$ cat src/rtl/ppi_pkg.sv
// shared constants, register map and carrier types for the port pin interrupt block
package ppi_pkg;

    // widths
    localparam int unsigned ADDR_W = 8;
    localparam int unsigned DATA_W = 8;
    localparam int unsigned P1_W   = 8;
    localparam int unsigned P2_W   = 5;
    localparam int unsigned EVT_W  = 2;

    // register offsets
    localparam logic [ADDR_W-1:0] OFS_P1_FLAGS   = 8'h8A;
    localparam logic [ADDR_W-1:0] OFS_P2_FLAGS   = 8'h8B;
    localparam logic [ADDR_W-1:0] OFS_CTRL       = 8'h8C;
    localparam logic [ADDR_W-1:0] OFS_EVT_STATUS = 8'h90;
    localparam logic [ADDR_W-1:0] OFS_EVT_MASK   = 8'h91;

    // reset and fixed read values
    localparam logic [DATA_W-1:0] READ_ZERO    = 8'h00;
    localparam logic [P1_W-1:0]   P1_FLAGS_RST = 8'h00;
    localparam logic [P2_W-1:0]   P2_FLAGS_RST = 5'h00;
    localparam logic [EVT_W-1:0]  EVT_RST      = 2'h0;
    localparam logic [2:0]        P2_HIGH_ZERO = 3'h0;

    // event status bit positions
    localparam int unsigned EVT_P1_BIT = 0;
    localparam int unsigned EVT_P2_BIT = 1;

    // edge select codes
    localparam logic EDGE_RISE = 1'h0;
    localparam logic EDGE_FALL = 1'h1;

    // register bus request
    typedef struct packed {
        logic [ADDR_W-1:0] addr;
        logic [DATA_W-1:0] wdata;
        logic              wr;
        logic              rd;
    } ppi_bus_req_t;

    // port interrupt control register layout
    typedef struct packed {
        logic       unused_hi;
        logic       drive_strength_select;
        logic       port2_irq_enable;
        logic       port0_upper_irq_enable;
        logic       port0_lower_irq_enable;
        logic       port2_edge_select;
        logic [1:0] unused_lo;
    } ppi_ctrl_t;

    localparam ppi_ctrl_t CTRL_RST = 8'h00;

    // top-level state
    typedef struct packed {
        ppi_ctrl_t         ctrl;
        logic [EVT_W-1:0]  evt_status;
        logic [EVT_W-1:0]  evt_mask;
        logic [DATA_W-1:0] rdata;
        logic              irq;
    } ppi_state_t;

    // address match
    function automatic logic hit(input logic [ADDR_W-1:0] addr, input logic [ADDR_W-1:0] ofs);
        return addr == ofs;
    endfunction

    // control write image, fixed bits forced to zero
    function automatic ppi_ctrl_t ctrl_from_wdata(input logic [DATA_W-1:0] wdata);
        ppi_ctrl_t c;
        c           = ppi_ctrl_t'(wdata);
        c.unused_hi = 1'h0;
        c.unused_lo = 2'h0;
        return c;
    endfunction

endpackage

$ cat src/rtl/ppi_edge_det.sv
// edge detector for a group of port inputs with selectable polarity
`timescale 1ns/1ps
module ppi_edge_det #(
    parameter int unsigned W = 8
) (
    // clock and reset
    input  wire logic         clk,
    input  wire logic         rst_n,
    // pins and polarity
    input  wire logic [W-1:0] pins,
    input  wire logic         fall_sel,
    // one-cycle edge pulses
    output logic      [W-1:0] edge_pulse
);

    typedef struct packed {
        logic [W-1:0] prev;
        logic         primed;
    } ppi_edge_state_t;

    ppi_edge_state_t st_q;
    ppi_edge_state_t st_d;

    always_comb begin
        st_d        = st_q;
        st_d.prev   = pins;
        st_d.primed = 1'h1;
        // no edge before the first sample after reset
        if (!st_q.primed) begin
            edge_pulse = '0;
        end else if (fall_sel == ppi_pkg::EDGE_FALL) begin
            edge_pulse = st_q.prev & ~pins; // [RULE_09]
        end else begin
            edge_pulse = ~st_q.prev & pins; // [RULE_07]
        end
    end

    always_ff @(posedge clk or negedge rst_n) begin
        if (!rst_n) begin
            st_q <= '0;
        end else begin
            st_q <= st_d;
        end
    end
endmodule // ppi_edge_det

$ cat src/rtl/ppi_flag_bank.sv
// sticky pending flags, written zero clears, hardware set wins
`timescale 1ns/1ps
module ppi_flag_bank #(
    parameter int unsigned W = 8
) (
    // clock and reset
    input  wire logic         clk,
    input  wire logic         rst_n,
    // hardware set and software write
    input  wire logic [W-1:0] set,
    input  wire logic         wr_en,
    input  wire logic [W-1:0] wdata,
    // flags
    output logic      [W-1:0] flags_q
);

    typedef struct packed {
        logic [W-1:0] flags;
    } ppi_flag_state_t;

    ppi_flag_state_t st_q;
    ppi_flag_state_t st_d;

    always_comb begin
        st_d = st_q;
        if (wr_en) begin
            st_d.flags = st_q.flags & wdata; // [RULE_10]
        end
        st_d.flags = st_d.flags | set; // [RULE_01] [RULE_02]
    end

    always_ff @(posedge clk or negedge rst_n) begin
        if (!rst_n) begin
            st_q <= '0;
        end else begin
            st_q <= st_d;
        end
    end

    assign flags_q = st_q.flags;
endmodule // ppi_flag_bank

$ cat src/rtl/ppi_port_irq.sv
// port pin interrupt flags, control register and interrupt output
//
// What this block does
// [RULE_01] eight port 1 pending flags, reset zero
// [RULE_02] five port 2 flags, bits 7:5 zero
// [RULE_03] control bit 6 selects output drive strength
// [RULE_04] control bit 5 enables port 2 requests
// [RULE_05] control bit 4 enables port 0 upper requests
// [RULE_06] control bit 3 enables port 0 lower requests
// [RULE_07] control bit 2 zero: rising edge requests
// [RULE_08] control bit 7 reads zero, ignores writes
// [RULE_09] edge select one: falling edge requests instead
// [RULE_10] writing zero clears flag, one keeps it
//
// Implementation choice: the plain strobed port.
`timescale 1ns/1ps
module ppi_port_irq (
    // clock and reset
    input  wire logic                             clk,
    input  wire logic                             rst_n,
    // register bus
    input  wire ppi_pkg::ppi_bus_req_t            bus_req,
    output logic      [ppi_pkg::DATA_W-1:0]       bus_rdata,
    // port inputs
    input  wire logic [ppi_pkg::P1_W-1:0]         port1_pins,
    input  wire logic [ppi_pkg::P2_W-1:0]         port2_pins,
    // control outputs
    output logic                                  drive_strength_select,
    output logic                                  port0_upper_irq_enable,
    output logic                                  port0_lower_irq_enable,
    // interrupt
    output logic                                  irq
);

    ppi_pkg::ppi_state_t          st_q;
    ppi_pkg::ppi_state_t          st_d;

    logic [ppi_pkg::P1_W-1:0]     p1_set;
    logic [ppi_pkg::P2_W-1:0]     p2_set;
    logic [ppi_pkg::P1_W-1:0]     p1_flags;
    logic [ppi_pkg::P2_W-1:0]     p2_flags;
    logic                         p1_wr;
    logic                         p2_wr;
    logic                         ctrl_wr;
    logic                         stat_wr;
    logic                         mask_wr;
    logic [ppi_pkg::EVT_W-1:0]    evt_now;
    ppi_pkg::ppi_ctrl_t           wr_img;

    // write decode
    assign p1_wr   = bus_req.wr && ppi_pkg::hit(bus_req.addr, ppi_pkg::OFS_P1_FLAGS);
    assign p2_wr   = bus_req.wr && ppi_pkg::hit(bus_req.addr, ppi_pkg::OFS_P2_FLAGS);
    assign ctrl_wr = bus_req.wr && ppi_pkg::hit(bus_req.addr, ppi_pkg::OFS_CTRL);
    assign stat_wr = bus_req.wr && ppi_pkg::hit(bus_req.addr, ppi_pkg::OFS_EVT_STATUS);
    assign mask_wr = bus_req.wr && ppi_pkg::hit(bus_req.addr, ppi_pkg::OFS_EVT_MASK);
    assign wr_img  = ppi_pkg::ppi_ctrl_t'(bus_req.wdata);

    // port 1 edges, fixed rising
    ppi_edge_det #(
        .W          (ppi_pkg::P1_W)
    ) u_p1_edge (
        .clk        (clk),
        .rst_n      (rst_n),
        .pins       (port1_pins),
        .fall_sel   (ppi_pkg::EDGE_RISE),
        .edge_pulse (p1_set)
    );

    // port 2 edges, polarity from control
    ppi_edge_det #(
        .W          (ppi_pkg::P2_W)
    ) u_p2_edge (
        .clk        (clk),
        .rst_n      (rst_n),
        .pins       (port2_pins),
        .fall_sel   (st_q.ctrl.port2_edge_select), // [RULE_07] [RULE_09]
        .edge_pulse (p2_set)
    );

    // port 1 pending flags
    ppi_flag_bank #(
        .W       (ppi_pkg::P1_W)
    ) u_p1_flags (
        .clk     (clk),
        .rst_n   (rst_n),
        .set     (p1_set), // [RULE_01]
        .wr_en   (p1_wr),
        .wdata   (bus_req.wdata),
        .flags_q (p1_flags)
    );

    // port 2 pending flags
    ppi_flag_bank #(
        .W       (ppi_pkg::P2_W)
    ) u_p2_flags (
        .clk     (clk),
        .rst_n   (rst_n),
        .set     (p2_set), // [RULE_02]
        .wr_en   (p2_wr),
        .wdata   (bus_req.wdata[ppi_pkg::P2_W-1:0]),
        .flags_q (p2_flags)
    );

    // request events into the sticky status
    always_comb begin
        evt_now                      = ppi_pkg::EVT_RST;
        evt_now[ppi_pkg::EVT_P1_BIT] = |p1_set;
        evt_now[ppi_pkg::EVT_P2_BIT] = (|p2_set) && st_q.ctrl.port2_irq_enable; // [RULE_04]
    end

    always_comb begin
        st_d       = st_q;
        st_d.rdata = ppi_pkg::READ_ZERO;
        // control register, fixed bits held at zero
        if (ctrl_wr) begin
            st_d.ctrl = ppi_pkg::ctrl_from_wdata(bus_req.wdata); // [RULE_03] [RULE_05] [RULE_06] [RULE_08]
        end
        // status: write one clears, new event wins
        if (stat_wr) begin
            st_d.evt_status = st_q.evt_status & ~bus_req.wdata[ppi_pkg::EVT_W-1:0];
        end
        st_d.evt_status = st_d.evt_status | evt_now;
        if (mask_wr) begin
            st_d.evt_mask = bus_req.wdata[ppi_pkg::EVT_W-1:0];
        end
        st_d.irq = |(st_d.evt_status & st_d.evt_mask);
        // read mux, unmapped reads zero
        if (bus_req.rd) begin
            unique case (1'h1)
                ppi_pkg::hit(bus_req.addr, ppi_pkg::OFS_P1_FLAGS): begin
                    st_d.rdata = p1_flags;
                end
                ppi_pkg::hit(bus_req.addr, ppi_pkg::OFS_P2_FLAGS): begin
                    st_d.rdata = {ppi_pkg::P2_HIGH_ZERO, p2_flags}; // [RULE_02]
                end
                ppi_pkg::hit(bus_req.addr, ppi_pkg::OFS_CTRL): begin
                    st_d.rdata = st_q.ctrl; // [RULE_08]
                end
                ppi_pkg::hit(bus_req.addr, ppi_pkg::OFS_EVT_STATUS): begin
                    st_d.rdata[ppi_pkg::EVT_W-1:0] = st_q.evt_status;
                end
                ppi_pkg::hit(bus_req.addr, ppi_pkg::OFS_EVT_MASK): begin
                    st_d.rdata[ppi_pkg::EVT_W-1:0] = st_q.evt_mask;
                end
                default: begin
                    st_d.rdata = ppi_pkg::READ_ZERO;
                end
            endcase
        end
    end

    always_ff @(posedge clk or negedge rst_n) begin
        if (!rst_n) begin
            st_q <= '0;
        end else begin
            st_q <= st_d;
        end
    end

    // outputs straight from state flops
    assign bus_rdata              = st_q.rdata;
    assign irq                    = st_q.irq;
    assign drive_strength_select  = st_q.ctrl.drive_strength_select; // [RULE_03]
    assign port0_upper_irq_enable = st_q.ctrl.port0_upper_irq_enable; // [RULE_05]
    assign port0_lower_irq_enable = st_q.ctrl.port0_lower_irq_enable; // [RULE_06]
endmodule // ppi_port_irq

$ cat config.mk
export PLATFORM = sky130hd
export DESIGN_NAME = ppi_port_irq
export DESIGN_NICKNAME = d
export VERILOG_FILES = /design/src/rtl/ppi_pkg.sv /design/src/rtl/ppi_edge_det.sv /design/src/rtl/ppi_flag_bank.sv /design/src/rtl/ppi_port_irq.sv
export SDC_FILE = /design/constraint.sdc
export NUM_CORES = 1
export LEC_CHECK = 0
export BUFFER_PORTS_ARGS = -buffer_cell sky130_fd_sc_hd__clkbuf_2
export CELL_PAD_IN_SITES_DETAIL_PLACEMENT = 1
export CELL_PAD_IN_SITES_GLOBAL_PLACEMENT = 1
export CORE_MARGIN = 4
export CORE_UTILIZATION = 46
export CTS_BUF_LIST = sky130_fd_sc_hd__clkbuf_2 sky130_fd_sc_hd__clkbuf_4 sky130_fd_sc_hd__clkbuf_8
export DETAILED_ROUTE_END_ITERATION = 10
export HOLD_SLACK_MARGIN = 0.08
export PLACE_DENSITY_LB_ADDON = 0.1
export SYNTH_ARGS = -nofsm -noshare
export SYNTH_HDL_FRONTEND = slang
export SYNTH_SLANG_ARGS = --single-unit
$ cat constraint.sdc
create_clock -name clk -period 2.9 [get_ports clk]
set_input_delay 0.29 -clock clk [delete_from_list [all_inputs] [get_ports clk]]
set_output_delay 0.29 -clock clk [all_outputs]
set_load 0.01 [all_outputs]
# Word-level counts from Yosys, hierarchy flattened

Index checks and enable logic that the tools add are counted.

Bits in registers: 45
Output and inout port bits: 12
Logic and storage cells: 52

Eq/ne operators: 5
Mux-type cells: 10
Bitwise gates (word level): 14
Reduce and logical (&&, ||, !) cells: 9

Operators with widths:

| operator                             | count |
|---|---|
| 8-bit == test, second input constant | 5 |
| 8-bit two-way mux                    | 3 |
| 6-bit case mux with 3 select lines   | 1 |
| 8-bit AND                            | 2 |
| 5-bit AND                            | 3 |
| 5-bit two-way mux                    | 3 |
| 5-bit NOT                            | 2 |
| 8-bit NOT                            | 1 |
| 8-bit OR                             | 1 |
| 2-bit case mux with 4 select lines   | 1 |
| 8-bit OR reduction                   | 1 |
| 1-bit logical AND                    | 6 |
| 5-bit OR                             | 1 |
| 5-bit OR reduction                   | 1 |
| 2-bit AND                            | 2 |
| 2-bit two-way mux                    | 2 |
| 2-bit NOT                            | 1 |
| 2-bit OR                             | 1 |
| 2-bit OR reduction                   | 1 |

# Depth between registers and ports, before layout

Depth in word-level cells: 9
Gate-level depth with buffers: 6
Gate-level depth less buffers: 5

# Modules after synthesis

Synthesis repeated with hierarchy kept, for this count alone.

Cells, all modules: 190
Area total of the unflattened synthesis: 2183.3 µm²

By module, submodules not included:

| module                     | times used | cells each | area an instance (µm²) | seq. area each (µm²) |
|---|---|---|---|---|
| ppi_port_irq               | 1          | 90         | 1007.2                 | 450.4 |
| ppi_edge_det (u_p1_edge)   | 1          | 37         | 409.1                  | 225.2 |
| ppi_flag_bank (u_p1_flags) | 1          | 24         | 310.3                  | 200.2 |
| ppi_edge_det (u_p2_edge)   | 1          | 24         | 262.8                  | 150.1 |
| ppi_flag_bank (u_p2_flags) | 1          | 15         | 193.9                  | 125.1 |

# Least setup slack after synthesis

OpenSTA, ideal clock, no wires.

Kind: input port to flip-flop
Start: input port bus_req[11] (netlist bit)
End: register st_q (netlist bit irq)
Library setup time: 121 ps
Data arrival time: 1684 ps
Setup slack: 1095 ps
Stages on the path: 4
Path buffers: 0
Cells stage by stage: or4b_4 or3_4 mux2_4 a22o_1

RTL lines:

| what                   | line                | text |
|---|---|---|
| start: declaration     | ppi_port_irq.sv:22  | `input wire ppi_pkg::ppi_bus_req_t bus_req,` |
| end signal: assignment | ppi_port_irq.sv:156 | `st_q <= st_d;` |
| end: declaration       | ppi_port_irq.sv:35  | `ppi_pkg::ppi_state_t st_q;` |

==> load_flow_metrics.sql <==
INSERT INTO impl_metrics (metric_group, metric, value, unit) VALUES
('die', 'floorplan.core_area', '4060', 'sq um'),
('timing', 'clock_skew', '0.0110', 'ns'),
('timing', 'tightest_slew', '1.10', 'ns'),
('cts', 'cts_inserted_buffers', '5', ''),
('timing', 'finalWorstPathRequiredPeriod', '1.83', 'ns'),
('power', 'leakagePower', '0.00103', 'uW'),
('timing', 'report.final.hold_viol_count', '0', ''),
('die', 'floorplan.rows', '23', ''),
('yosys', 'synth_cells', '172', ''),
('routing', 'via_per_inst', '5.42', ''),
('timing', 'setup-violations-final', '0', ''),
('yosys', 'post_synth_num_cell_types', '37', ''),
('yosys', 'synth.yosys.seq_area_share', '0.578', ''),
('critical_path', 'crit_path_top_delay_cell', 'sky130_fd_sc_hd__dfrtp_1', ''),
('timing', 'rsz0062_at_grt', 'false', ''),
('timing', 'accumulated_negative_setup_slack', '0', 'ns'),
('grt', 'antenna_violations_before_repair', '0', ''),
('yosys', 'synth.ff_latch_count', '45', ''),
('grt', 'grt_usage', '0.191', ''),
('critical_path', 'timing.critical_path.cells', 'and3b_1, o21ai_0, a21boi_0, a221o_1, a22o_1', ''),
('routing', 'routed-via-count', '1419', ''),
('grt', 'vias_in_the_first_global_route', '1560', ''),
('routing', 'detailedRoute.firstPassIterationCount', '4', ''),
('critical_path', 'cp_data_required_time', '3.09', 'ns'),
('yosys', 'syn_nets', '205', ''),
('power', 'power.density', '513', 'nW/um^2'),
('outcome', 'outcome', 'finished, final reports clean', ''),
('die', 'die_y', '73.1', 'um'),
('timing', 'min_period_over_period', '0.632', ''),
('routing', 'final_antenna_net_count', '0', ''),
('cts', 'cts_num_sinks', '45', ''),
('cts', 'htreeDepth', '2', ''),
('timing', 'timing.final.max_slew_violations', '0', ''),
('cts', 'postCtsSetupRepairBufs', '0', ''),
('die', 'dieWidth', '73.1', 'um'),
('finish', 'fillCellCount', '458', ''),
('cts', 'cts_buffer_depth', '2', ''),
('placed_design', 'detailed_place_hpwl', '3450', 'um'),
('timing', 'max_freq', '0.546', 'GHz'),
('die', 'number_of_top_level_design_ports', '45', ''),
('routing', 'postRouteWirelength', '4490', 'um'),
('placed_design', 'gp_routability_congestion', '0.800', ''),
('critical_path', 'cp_slowest_stage_delay', '0.52', 'ns'),
('power', 'report.power.total', '1150', 'uW'),
('finish', 'net_total_in_the_final_layout', '244', ''),
('routing', 'detailedRoute.firstIterationViolations', '54', ''),
('critical_path', 'start_kind', 'register', ''),
('power', 'vdd_drop_max', '0.287', 'mV'),
('run', 'max_cap_viols', '0', ''),
('die', 'start_util', '0.480', ''),
('finish', 'final_layout_size_suffix_gt1_frac', '0.283', ''),
('placed_design', 'placement.io_buffers', '44', ''),
('grt', 'wire_length_of_the_first_global_routing_pass', '7590', 'um'),
('timing', 'max_slew_margin', '0.268', ''),
('critical_path', 'critical_path.max_fanout', '12', ''),
('cts', 'cts_tree', 'built', ''),
('grt', 'globalRoute.totalOverflow', '0', ''),
('grt', 'maximum_number_of_pins_on_one_net_before_global_route_repair', '46', ''),
('critical_path', 'crit_arrival', '2.03', 'ns'),
('routing', 'drt-wirelength-per-cell', '17.2', 'um'),
('critical_path', 'critical_path_class', 'register to register', ''),
('cts', 'buffer_cell_driving_the_clock_tree_root', 'sky130_fd_sc_hd__clkbuf_8', ''),
('cts', 'ctsHoldBuffers', '0', ''),
('routing', 'number_of_drc_violations_after_detailed_routing', '0', ''),
('critical_path', 'end_kind', 'register', ''),
('cts', 'clkTransAtPathRegs', '0.09', 'ns'),
('min_path', 'type_of_the_worst_min_delay_path', 'input pin to register', ''),
('finish', 'areaGrowthSynthToFinish', '15.0', '%'),
('cts', 'post_cts_resized', '0', ''),
('finish', 'diodes', '0', ''),
('cts', 'worstSkewPairLatency', '0.30', 'ns'),
('yosys', 'synth.avg_cell_area', '11.3', 'sq um'),
('yosys', 'post_synth_instance_area', '1950', 'sq um'),
('yosys', 'synth-warning-count', '0', ''),
('die', 'die-area', '5340', 'sq um');
-- synth_stat cells, drive strengths merged --
cell / number / area share
mux2: 10 / 0.062
nand4bb: 1 / 0.0058
o21ai: 19 / 0.049
conb: 1 / 0.0019
inv: 3 / 0.0058
nand2b: 2 / 0.0064
a22o: 2 / 0.0090
nor2: 8 / 0.015
a21boi: 1 / 0.0039
nand2: 22 / 0.042
or4b: 1 / 0.0071
buf: 9 / 0.033
a21oi: 1 / 0.0026
nand3: 1 / 0.0026
or3: 3 / 0.012
mux2i: 4 / 0.021
o2111ai: 1 / 0.0045
nor4: 1 / 0.0032
and3b: 5 / 0.022
nor3b: 6 / 0.023
o22ai: 2 / 0.0064
dfrtp: 45 / 0.58
o31ai: 1 / 0.0039
clkbuf: 3 / 0.0058
a221o: 1 / 0.0051
nor3: 2 / 0.0077
nand3b: 1 / 0.0039
or3b: 1 / 0.0045
a22oi: 5 / 0.019
and3: 3 / 0.0096
nor2b: 7 / 0.022
-- cells by family (layout without fill, tap and decap cells) --
kind of cell / count (synthesis) / count (layout) / share of synthesized area
buffers and inverters: 15 / 55 / 0.0450
muxes: 14 / 14 / 0.0823
and+or+nand+nor: 64 / 64 / 0.189
AOI/OAI and AO/OA: 33 / 33 / 0.103
other: 1 / 1 / 0.00193
DFF: 45 / 45 / 0.578
-- power by group --
group	switching (uW)	internal [uW]	total (uW)
logic	55.4	45.7	101
registers	16.5	651	668
clock network	205	177	381
-- final timing paths --
check,slack (ns),start,end,cells past startpoint
max reg2reg,1.07,st_q[15],irq,5
min reg2reg,0.46,u_p1_edge.st_q[7],u_p1_flags.flags_q[6],1
min,0.11,port1_pins[4],u_p1_edge.st_q[5],1
min in group asynchronous,0.18,rst_n,st_q[10],1
max in group asynchronous,2.04,rst_n,u_p2_edge.st_q[2],1
max,1.07,st_q[15],irq,5
-- flip-flops by register name, summed over array words and instances, names as in the netlist --
name / flops
drive_strength_select: 1
bus_rdata: 8
u_p1_edge.st_q: 8
u_p2_edge.st_q: 6
st_q: 6
port0_lower_irq_enable: 1
u_p1_flags.flags_q: 8
irq: 1
port0_upper_irq_enable: 1
u_p2_flags.flags_q: 5
-- layout by cell type (no fill, tap or decap), drive strengths merged, types with 4 or more instances in the layout --
cell type and n:
nor3b 6, a22oi 5, nor2 8, nor2b 7, mux2 10, clkbuf 50, o21ai 19, and3b 5
dfrtp 45, mux2i 4, nand2 22
-- per-stage QoR --
step,utilization,instance area (sq um),setup slack [ns],hold WS [ns],instances
floorplan,-,1950,1.10,-0.00559,172
global placement,0.531,2150,0.961,0.411,254
detailed placement,0.531,2150,0.846,0.415,254
CTS,0.552,2240,1.08,0.0999,262
global route,0.552,2240,0.934,0.0989,262
finish,0.552,2240,1.07,0.110,262
-- worst max-delay path: cells and delay by family, from the launching register on --
family          cells  cell delay (ns)
compound gates      4             0.96
flops               1             0.52
simple gates        1             0.25
-- area by class of cell --
| class | count | area, sq um | area share |
|---|---|---|---|
| Multi-Input combinational cell | 112 | 733 | 0.327 |
| Inverter | 3 | 11.3 | 0.00503 |
| Tap cell | 50 | 62.6 | 0.0279 |
| Timing Repair Buffer | 44 | 220 | 0.0983 |
| Clock buffer | 6 | 76.3 | 0.0341 |
| Clock inverter | 2 | 10.0 | 0.00447 |
| Sequential cell | 45 | 1130 | 0.503 |
-- layer usage --
metal / wire (um) / track usage / up-vias / part of all wire
met5: 0 / 0 / - / 0
met4: 60 / 0.0615 / 0 / 0.013
met3: 256 / 0.0468 / 5 / 0.057
met2: 2270 / 0.333 / 38 / 0.51
met1: 1910 / 0.229 / 703 / 0.42
li1: - / - / 673 / -
Power figures use the tool's default switching activity.
